### src/hw/qbpe_pkg.sv
/*
 * Shared constants and types of the quasi-bidirectional port expander.
 * Assumes a single 250 MHz clock domain; no bus of its own beyond the serial pins.
 */
package qbpe_pkg;

   localparam int          QBPE_PORT_W     = 8;
   localparam int          QBPE_SYNC_W     = 13;
   localparam logic [3:0]  QBPE_ADDR_FIXED = 4'h7;
   localparam logic [7:0]  QBPE_LATCH_RST  = 8'hFF;
   localparam logic [7:0]  QBPE_REF_RST    = 8'hFF;
   localparam logic [3:0]  QBPE_BITS_BYTE  = 4'h8;
   localparam logic [3:0]  QBPE_LAST_BIT   = 4'h7;
   localparam int          QBPE_SYNC_SCL   = 12;
   localparam int          QBPE_SYNC_SDA   = 11;
   localparam int          QBPE_SYNC_A2    = 10;
   localparam int          QBPE_SYNC_A1    = 9;
   localparam int          QBPE_SYNC_A0    = 8;

   typedef enum logic [7:0] {
      QBPE_IDLE     = 8'h01,
      QBPE_ADDR     = 8'h02,
      QBPE_ADDR_ACK = 8'h04,
      QBPE_WR_DATA  = 8'h08,
      QBPE_WR_ACK   = 8'h10,
      QBPE_RD_DATA  = 8'h20,
      QBPE_RD_ACK   = 8'h40,
      QBPE_IGNORE   = 8'h80
   } qbpe_state_e;

   typedef struct packed {
      logic start;
      logic stop;
      logic scl_rise;
      logic scl_fall;
      logic sda;
   } qbpe_bus_ev_s;

endpackage

### src/hw/qbpe_sync.sv
/*
 * Three-stage synchroniser with agreement filter for asynchronous inputs.
 * Assumes inputs are stable for several clocks; output moves only when stages two and three agree.
 */
module qbpe_sync
   import qbpe_pkg::*;
#(
   parameter int              W   = 1,
   parameter logic [W-1:0]    RST = '1
) (
   input  wire logic          ref_clk,
   input  wire logic          rst,
   input  wire logic [W-1:0]  d,
   output logic      [W-1:0]  q
);

   logic [W-1:0]  s1_q;
   logic [W-1:0]  s2_q;
   logic [W-1:0]  s3_q;
   logic [W-1:0]  agree;
   logic [W-1:0]  q_d;

   assign agree = ~(s2_q ^ s3_q);
   assign q_d   = (agree & s3_q) | (~agree & q);

   always_ff @(posedge ref_clk) begin
      if (rst) begin
         s1_q <= RST;
         s2_q <= RST;
         s3_q <= RST;
         q    <= RST;
      end else begin
         s1_q <= d;
         s2_q <= s1_q;
         s3_q <= s2_q;
         q    <= q_d;
      end
   end

endmodule

### src/hw/qbpe_port.sv
/*
 * Output latch and pin drive of the 8-bit quasi-bidirectional port.
 * Assumes load and scl_fall are single-cycle pulses from the serial engine.
 */
module qbpe_port
   import qbpe_pkg::*;
(
   input  wire logic                    ref_clk,
   input  wire logic                    rst,
   input  wire logic                    load,
   input  wire logic [QBPE_PORT_W-1:0]  wdata,
   input  wire logic                    scl_fall,
   output logic      [QBPE_PORT_W-1:0]  latch_q,
   output logic      [QBPE_PORT_W-1:0]  port_pins_o,
   output logic      [QBPE_PORT_W-1:0]  port_pins_oe_n,
   output logic      [QBPE_PORT_W-1:0]  port_pins_pu
);

   logic [QBPE_PORT_W-1:0]  strong_q;

   // Latch low drives hard low; latch high is weak unless just written
   assign port_pins_o    = latch_q;
   assign port_pins_oe_n = latch_q & ~strong_q;
   assign port_pins_pu   = latch_q;

   always_ff @(posedge ref_clk) begin
      if (rst) begin
         latch_q  <= QBPE_LATCH_RST;
         strong_q <= '0;
      end else if (load) begin
         latch_q  <= wdata;
         strong_q <= wdata;
      end else if (scl_fall) begin
         strong_q <= '0;
      end
   end

endmodule

### src/hw/qbpe_expander.sv
/*
 * Serial target engine of the quasi-bidirectional port expander: bus decode,
 * address match, one-byte read and write, and pin-change alert.
 * Assumes scl, sda, address selects and port pins are asynchronous pins;
 * open-drain lines are resolved outside from the _oe_n enables.
 */
module qbpe_expander
   import qbpe_pkg::*;
(
   input  wire logic                    ref_clk,
   input  wire logic                    rst,
   input  wire logic                    scl_i,
   input  wire logic                    sda_i,
   output logic                         sda_o,
   output logic                         sda_oe_n,
   input  wire logic                    addr_sel_0,
   input  wire logic                    addr_sel_1,
   input  wire logic                    addr_sel_2,
   input  wire logic [QBPE_PORT_W-1:0]  port_pins_i,
   output logic      [QBPE_PORT_W-1:0]  port_pins_o,
   output logic      [QBPE_PORT_W-1:0]  port_pins_oe_n,
   output logic      [QBPE_PORT_W-1:0]  port_pins_pu,
   output logic                         alert_o,
   output logic                         alert_oe_n
);

   // Synchronised view of every pin
   logic [QBPE_SYNC_W-1:0]  sync_q;
   logic                    scl_s;
   logic                    sda_s;
   logic [2:0]              sel_s;
   logic [QBPE_PORT_W-1:0]  pins_s;
   logic                    scl_prev_q;
   logic                    sda_prev_q;
   qbpe_bus_ev_s            ev;

   // Serial engine
   qbpe_state_e             st_q;
   qbpe_state_e             st_d;
   logic [3:0]              cnt_q;
   logic [3:0]              cnt_d;
   logic [7:0]              sh_q;
   logic [7:0]              sh_d;
   logic                    low_q;
   logic                    low_d;
   logic                    load;
   logic                    clr;
   logic                    addr_hit;
   logic                    byte_full;

   // Port and alert
   logic [QBPE_PORT_W-1:0]  latch_q;
   logic [QBPE_PORT_W-1:0]  ref_q;
   logic [QBPE_PORT_W-1:0]  ref_d;
   logic                    alert_q;
   logic                    alert_d;

   function automatic logic [7:0] shift_in(input logic [7:0] v, input logic b);
      shift_in = {v[6:0], b};
   endfunction

   qbpe_sync #(
      .W   (QBPE_SYNC_W),
      .RST ({QBPE_SYNC_W{1'b1}})
   ) u_sync (
      .ref_clk (ref_clk),
      .rst     (rst),
      .d       ({scl_i, sda_i, addr_sel_2, addr_sel_1, addr_sel_0, port_pins_i}),
      .q       (sync_q)
   );

   assign scl_s  = sync_q[QBPE_SYNC_SCL];
   assign sda_s  = sync_q[QBPE_SYNC_SDA];
   assign sel_s  = sync_q[QBPE_SYNC_A2:QBPE_SYNC_A0];
   assign pins_s = sync_q[QBPE_PORT_W-1:0];

   // Bus events from synced samples only
   assign ev.scl_rise = scl_s & ~scl_prev_q;
   assign ev.scl_fall = ~scl_s & scl_prev_q;
   assign ev.start    = scl_s & scl_prev_q & sda_prev_q & ~sda_s;
   assign ev.stop     = scl_s & scl_prev_q & ~sda_prev_q & sda_s;
   assign ev.sda      = sda_s;

   // General call 00 never equals the fixed 0111 prefix
   assign addr_hit  = (sh_q[7:1] == {QBPE_ADDR_FIXED, sel_s});
   assign byte_full = (cnt_q == QBPE_BITS_BYTE);

   always_comb begin
      st_d  = st_q;
      cnt_d = cnt_q;
      sh_d  = sh_q;
      low_d = low_q;
      load  = 1'b0;
      clr   = 1'b0;
      if (ev.stop) begin
         st_d  = QBPE_IDLE;
         low_d = 1'b0;
      end else if (ev.start) begin
         st_d  = QBPE_ADDR;
         cnt_d = '0;
         low_d = 1'b0;
      end else begin
         case (st_q)
            QBPE_ADDR: begin
               if (ev.scl_rise && !byte_full) begin
                  sh_d  = shift_in(sh_q, ev.sda);
                  cnt_d = cnt_q + 4'h1;
               end else if (ev.scl_fall && byte_full) begin
                  if (addr_hit) begin
                     st_d  = QBPE_ADDR_ACK;
                     low_d = 1'b1;
                  end else begin
                     st_d  = QBPE_IGNORE;
                  end
               end
            end
            QBPE_ADDR_ACK: begin
               if (ev.scl_fall) begin
                  cnt_d = '0;
                  if (sh_q[0]) begin
                     st_d  = QBPE_RD_DATA;
                     sh_d  = pins_s;
                     low_d = ~pins_s[7];
                  end else begin
                     st_d  = QBPE_WR_DATA;
                     low_d = 1'b0;
                  end
               end
            end
            QBPE_RD_DATA: begin
               if (ev.scl_fall) begin
                  if (cnt_q == QBPE_LAST_BIT) begin
                     st_d  = QBPE_RD_ACK;
                     low_d = 1'b0;
                  end else begin
                     sh_d  = shift_in(sh_q, 1'b0);
                     low_d = ~sh_q[6];
                     cnt_d = cnt_q + 4'h1;
                  end
               end
            end
            QBPE_RD_ACK: begin
               if (ev.scl_rise) begin
                  clr = 1'b1;
               end
               if (ev.scl_fall) begin
                  st_d = QBPE_IGNORE;
               end
            end
            QBPE_WR_DATA: begin
               if (ev.scl_rise && !byte_full) begin
                  sh_d  = shift_in(sh_q, ev.sda);
                  cnt_d = cnt_q + 4'h1;
               end else if (ev.scl_fall && byte_full) begin
                  st_d  = QBPE_WR_ACK;
                  low_d = 1'b1;
                  clr   = 1'b1;
               end
            end
            QBPE_WR_ACK: begin
               if (ev.scl_rise) begin
                  load = 1'b1;
               end
               if (ev.scl_fall) begin
                  st_d  = QBPE_IGNORE;
                  low_d = 1'b0;
               end
            end
            QBPE_IDLE,
            QBPE_IGNORE: begin
               low_d = 1'b0;
            end
            default: begin
               st_d  = QBPE_IDLE;
               low_d = 1'b0;
            end
         endcase
      end
   end

   always_ff @(posedge ref_clk) begin
      if (rst) begin
         st_q       <= QBPE_IDLE;
         cnt_q      <= '0;
         sh_q       <= '0;
         low_q      <= 1'b0;
         scl_prev_q <= 1'b1;
         sda_prev_q <= 1'b1;
      end else begin
         st_q       <= st_d;
         cnt_q      <= cnt_d;
         sh_q       <= sh_d;
         low_q      <= low_d;
         scl_prev_q <= scl_s;
         sda_prev_q <= sda_s;
      end
   end

   assign sda_o    = 1'b0;
   assign sda_oe_n = ~low_q;

   qbpe_port u_port (
      .ref_clk        (ref_clk),
      .rst            (rst),
      .load           (load),
      .wdata          (sh_q),
      .scl_fall       (ev.scl_fall),
      .latch_q        (latch_q),
      .port_pins_o    (port_pins_o),
      .port_pins_oe_n (port_pins_oe_n),
      .port_pins_pu   (port_pins_pu)
   );

   // Reference is the pin picture at the last access; written ones are
   // assumed high so that releasing a pin does not raise a false alert
   assign ref_d = clr  ? pins_s :
                  load ? (ref_q | sh_q) :
                  ref_q;

   // Only pins latched high act as inputs; returning pins drop the alert
   assign alert_d = |((pins_s ^ ref_q) & latch_q) & ~clr;

   always_ff @(posedge ref_clk) begin
      if (rst) begin
         ref_q   <= QBPE_REF_RST;
         alert_q <= 1'b0;
      end else begin
         ref_q   <= ref_d;
         alert_q <= alert_d;
      end
   end

   assign alert_o    = 1'b0;
   assign alert_oe_n = ~alert_q;

endmodule

### config.mk
export PLATFORM = sky130hd
export DESIGN_NAME = qbpe_expander
export DESIGN_NICKNAME = d
export VERILOG_FILES = /design/src/hw/qbpe_pkg.sv /design/src/hw/qbpe_sync.sv /design/src/hw/qbpe_port.sv /design/src/hw/qbpe_expander.sv
export SDC_FILE = /design/constraint.sdc
export NUM_CORES = 1
export LEC_CHECK = 0
export BUFFER_PORTS_ARGS = -buffer_cell sky130_fd_sc_hd__buf_2
export CAP_MARGIN = 0
export CORE_ASPECT_RATIO = 1.4
export CORE_UTILIZATION = 60
export CTS_CLUSTER_DIAMETER = 40
export CTS_CLUSTER_SIZE = 8
export DETAILED_ROUTE_END_ITERATION = 10
export PLACE_DENSITY_LB_ADDON = 0.12
export SYNTH_ARGS = -nofsm -noshare
export SYNTH_HDL_FRONTEND = slang
export SYNTH_SLANG_ARGS = --single-unit
### constraint.sdc
create_clock -name ref_clk -period 5.25 [get_ports ref_clk]
set_input_delay 1.05 -clock ref_clk [delete_from_list [all_inputs] [get_ports ref_clk]]
set_output_delay 1.05 -clock ref_clk [all_outputs]
set_load 0.01 [all_outputs]
; ---- After elaboration in Yosys (flattened, before gate mapping)
; Cells that the tools add are included.
[totals]
reg_bits = 100
out_inout_bits = 28
[classes]
eq_ne = 35
bitwise_logic = 32
addsub = 1
n_mux = 48
n_reduce_logical = 19
[ops]
columns = cell, count
row1 = $mux W8, 18
row2 = $pmux W8 S6, 1
row3 = $reduce_and A9 Y1, 3
row4 = $and A13 B13 Y13, 2
row5 = $not A13 Y13, 2
row6 = $pmux W8 S3, 1
row7 = $mux W4, 5
row8 = $mux W1, 18
row9 = $ne A2 B2 Y1 const B, 9
row10 = $ne A3 B3 Y1 const B, 6
row11 = $and A8 B8 Y8, 2
row12 = $not A1 Y1, 13
row13 = $or A13 B13 Y13, 1
row14 = $xor A13 B13 Y13, 1
row15 = $pmux W4 S3, 1
row16 = $ne A2 B1 Y1 const B, 5
row17 = $and A1 B1 Y1, 8
row18 = $eq A8 B1 Y1 const B, 1
row19 = $eq A8 B2 Y1 const B, 1
row20 = $eq A8 B3 Y1 const B, 1
row21 = $eq A8 B4 Y1 const B, 1
row22 = $eq A8 B5 Y1 const B, 1
row23 = $eq A8 B6 Y1 const B, 1
row24 = $eq A8 B7 Y1 const B, 1
row25 = other kinds (25), 32

; ---- Depth between registers and ports, before layout
[logic_depth]
word_depth = 10
mapped_depth = 8
ltp_nobuf = 7

; ---- Cells and area by module
; From an unflattened synthesis, not the netlist that was laid out.
[unflattened]
cells_unflattened = 452
area_unflattened_um2 = 4329.2
[modules_own_cells]
columns = mod, n_inst, cells_per_inst, area_per_inst_um2
row1 = qbpe_expander, 1, 227, 1963.1
row2 = qbpe_sync, 1, 135, 1552.7
row3 = qbpe_port, 1, 90, 813.3

; ---- Worst setup path after synthesis
; No wires, ideal clock.
[synth_path]
path_type = flip-flop to flip-flop
start = register st_q[3]
end = register sh_q[2]
n_path_buf = 1
required_ns = 5.127
setup_ns = 0.123
slack_ns = 3.268
arrival_time_ns = 1.858
stages_incl_launch_ff = 7
path_cell_list = dfxtp_1 > buf_2 > nor4b_1 > nand3_2 > a21oi_4 > o22ai_4 > mux2_1
[synth_between]
elab_chain_cells = 4
elab_cells_between_ends = 13
cone_classes = eq/ne (9) / mux (1) / reduce/logical (3)
[synth_rtl]
columns = item, line_no
row1 = start: declaration, qbpe_expander.sv:38  ; qbpe_state_e st_q;
row2 = start signal: assignment, qbpe_expander.sv:190  ; st_q <= st_d;
row3 = $eq A8 B4 Y1 or $eq A8 B2 Y1 (tied branches), qbpe_expander.sv:103  ; case (st_q)
row4 = $reduce_or A2 Y1 (no line), n/a
row5 = $ne A2 B1 Y1 (no line) or $reduce_bool A3 Y1 (tied branches), n/a
row6 = $reduce_and A8 Y1 (no line), n/a
row7 = end signal: assignment, qbpe_expander.sv:185  ; sh_q <= '0;
row8 = end signal: assignment, qbpe_expander.sv:192  ; sh_q <= sh_d;
row9 = end: declaration, qbpe_expander.sv:42  ; logic [7:0] sh_q;
; Parallel ways exist; a longest one is shown, timed or not.
; A chain may end at the register's enable or synchronous reset.

; ---- Final worst setup path
[layout_path]
start = register st_q[5]
end = register st_q[0]
[layout_between]
elab_chain_cells = 4
elab_cells_between_ends = 22
cone_classes = eq/ne (17) / mux (2) / reduce/logical (3)
[layout_rtl]
columns = item, line_no
row1 = "$eq A8 B5 Y1, or another cell as far along", qbpe_expander.sv:103
row2 = "$reduce_or A2 Y1, on equally long branches", n/a
row3 = "$ne A3 B1 Y1 (no line), or another cell as far along", n/a
row4 = $reduce_and A9 Y1 (no line) or $mux W2 (tied branches), n/a
; Parallel ways exist; a longest one is shown, timed or not.

==> flow_summary.yaml <==
grt:
  grt_max_degree: 76
  grt_first_pass_wirelength_mm: 14.17
  grt_pass1_vias: 3077
  antenna_found_initial: 0
  grt_util_all_layers_pct: 24.73
  grt-ovfl-total: 0
clock_network:
  clock_latency_ns: 0.37
  cts_max_level: 3
  cts-hold-fix-buffers: 0
  clkSlewWorstSetupHoldPaths_ns: 0.10
  cts_tree: "done"
  post_cts_buffers: 0
  clock_sinks: 100
  ctsResizeCount: 0
  cts_root_buf: "clkbuf_8"
  clockBufferDepth: 2
  cts_made_buffers: 9
setup_path:
  worstPathRequired_ns: 5.51
  worst-path-buf-inv: 0
  worstPathMaxFanout: 11
  rr_startpoint: "st_q[5]"
  path_delay_family: "simple AND/OR/NAND/NOR gates"
  cp_data_arrival_time_ns: 2.75
  r2r-end: "st_q[0]"
  worstPathCellList: "nor4b_1, and2_1, o31a_1, nor3_1, a311o_1"
  path_depth: 5
  ff2ff_path_depth: 5
  cp-end-kind: "register"
  max_stage_delay_ns: 0.59
  crit_type: "register to register"
  reg2reg_slack_ns: 2.77
  critical_path.startpoint_type: "register"
  cp_slowest_cell: "nor4b_1"
pwr:
  p_comb_share_pct: 2.5
  power_frac_clock_pct: 37.4
  power.switching_w: 0.0003177
  internal_power_w: 0.0009741
  switching_share_pct: 24.60
  ir_drop_uv: 232.5
  p_per_area_nw_per_um2: 280.6
  p_leak_nw: 1.621
  seqPwrFrac_pct: 60.1
synth:
  syn_area_um2: 4237
  synthArstFlopShare_pct: 0
  yosys_warnings: 0
  synth_top_area_share_pct: 47.25
  synth.avg_cell_area_um2: 9.190
  synthTopCellsByCount: "100 x dfxtp_1, 46 x a21oi_1, 42 x or2_2, 36 x nand2_1, 25 x nor2_1"
  synthTopCellsByArea: "dfxtp_1 47%, or2_2 6.2%, a21oi_1 5.4%"
  synth-seq-cells: 100
  ys_types: 65
  synth_edf_count: 0
  seq_area_frac_synth_pct: 47.25
  netlist_instances: 461
  synth_top_area_cell: "dfxtp_1"
  synth.most_common_cell: "dfxtp_1"
  ys.flop_type: "dfxtp_1"
job:
  drv_cap: 0
timing:
  worst_pin_slew_ns: 0.6557
  finalSetupTns_ns: 0
  timing.fmax_ghz: 0.4028
  rsz0062_at_grt: "false"
  fin_crit_sh_pct: 47.29
  fin_skew_ns: 0.006286
  drv_slew: 0
  hold_viol: 0
  period_needed_ns: 2.483
  slew-limit-headroom_pct: 55.67
  final-setup-viol-count: 0
route:
  vias_per_cell: 5.724
  drc: 0
  drt_first_iter_violations: 257
  vias: 3320
  drt_pass1_iterations: 5
  finalWirelength_mm: 8.442
  postRouteAntennaNets: 0
  wl_per_cell_um: 14.56
floorplanning:
  fp.dieW_um: 73.02
  die_area_um2: 7406
  ios: 43
  initial_core_util_pct: 63.23
  core_area_um2: 6700
  die_h_um: 101.4
  rows: 35
placement:
  place_inst: 564
  dp_hpwl_mm: 5.761
  gp_congestion: 0.9005
  io_buffers: 40
final_layout:
  synthToLayoutAreaGrowth_pct: 8.683
  layout-drive-gt1-share_pct: 23.36
  layout.cells.non_filler: 580
  finalNetCount: 500
  antenna_cells: 0
worst_hold_path:
  whs_endpoint: "u_sync.s2_q[8]"
  holdCritStartpoint: "u_sync.s1_q[8]"
  hp-class: "register to register"
  whs_path_depth: 1
run_status:
  status: "finished, final reports clean"
power groups by stage:
stage | sequential, W | combinational [W] | clock [W]
after floorplan | 0.000792 | 0.0000238 | 0
after global placement | 0.000793 | 0.0000314 | 0
after detailed placement | 0.000794 | 0.0000321 | 0
after CTS | 0.000776 | 0.0000321 | 0.000493
after global routing | 0.000778 | 0.0000354 | 0.000527
final | 0.000776 | 0.0000320 | 0.000484
cells in the final DEF (no fill, tap or decap), types with 3 or more instances in the layout:
cell type	instances
nand2_1	36
o21ai_0	22
nand4_1	10
nor4_1	4
xor2_1	12
clkinv_4	3
and3_1	4
mux2_1	6
nor2b_1	19
a21o_1	7
nor4b_1	3
nand3_1	9
mux2i_1	6
dfxtp_1	100
nor3_1	5
a22oi_1	3
clkbuf_8	9
nand4b_1	3
inv_1	6
o31ai_1	6
nor2_1	25
or2_2	42
nand3b_1	3
buf_2	40
o22ai_1	3
a21oi_1	46
buf_4	3
logic make-up (layout without fill, tap and decap cells):
logic type	after synthesis	count (layout)	share of synthesized area [%]
flops	100	100	47.25
mux	14	14	3.544
other cells	1	2	0.08852
xor+xnor	13	13	2.688
simple gates	178	178	23.80
compound gates	113	113	17.19
fa+ha+maj	2	2	0.5906
buf+inv	40	66	4.843
layout make-up:
cell class                      instances  area, µm²
Multi-Input combinational cell        322       2033
Inverter                                7      26.28
Fill cell                             551       2096
Clock inverter                          7      81.33
Tap cell                               92      115.1
Clock buffer                            9      123.9
Timing Repair Buffer                   43      222.7
Sequential cell                       100       2002
through the flow:
step | utilization (%) | instance area (µm²) | worst slack, ns | power [W] | hold WS, ns
floorplan | - | 4240 | 3.268 | 0.0008158 | 0.3895
global placement | 65.66 | 4399 | 2.530 | 0.0008244 | 0.3928
detailed placement | 65.66 | 4399 | 2.503 | 0.0008258 | 0.3933
CTS | 68.72 | 4604 | 2.800 | 0.001301 | 0.4176
global route | 68.72 | 4604 | 2.588 | 0.001340 | 0.4357
finish | 68.72 | 4604 | 2.767 | 0.001292 | 0.4152
routing by layer:
metal,global-route usage [%],share of wire (%),vias up
met5,0,0,-
met4,15.08,2.3,0
met3,4.080,4.6,17
met2,38.68,48,109
met1,31.79,45,1546
li1,-,-,1648
worst max-delay path by stage:
stage	start	slack (ns)	endpoint
6_report	st_q[5]	2.77	st_q[0]
5_1_grt	st_q[5]	2.59	st_q[0]
4_1_cts	st_q[5]	2.80	st_q[0]
3_5_place_dp	rst	2.50	cnt_q[0]
3_3_place_gp	rst	2.53	cnt_q[0]
2_1_floorplan	st_q[3]	3.27	sh_q[2]
Note: power is estimated with default switching activity, not from simulation.
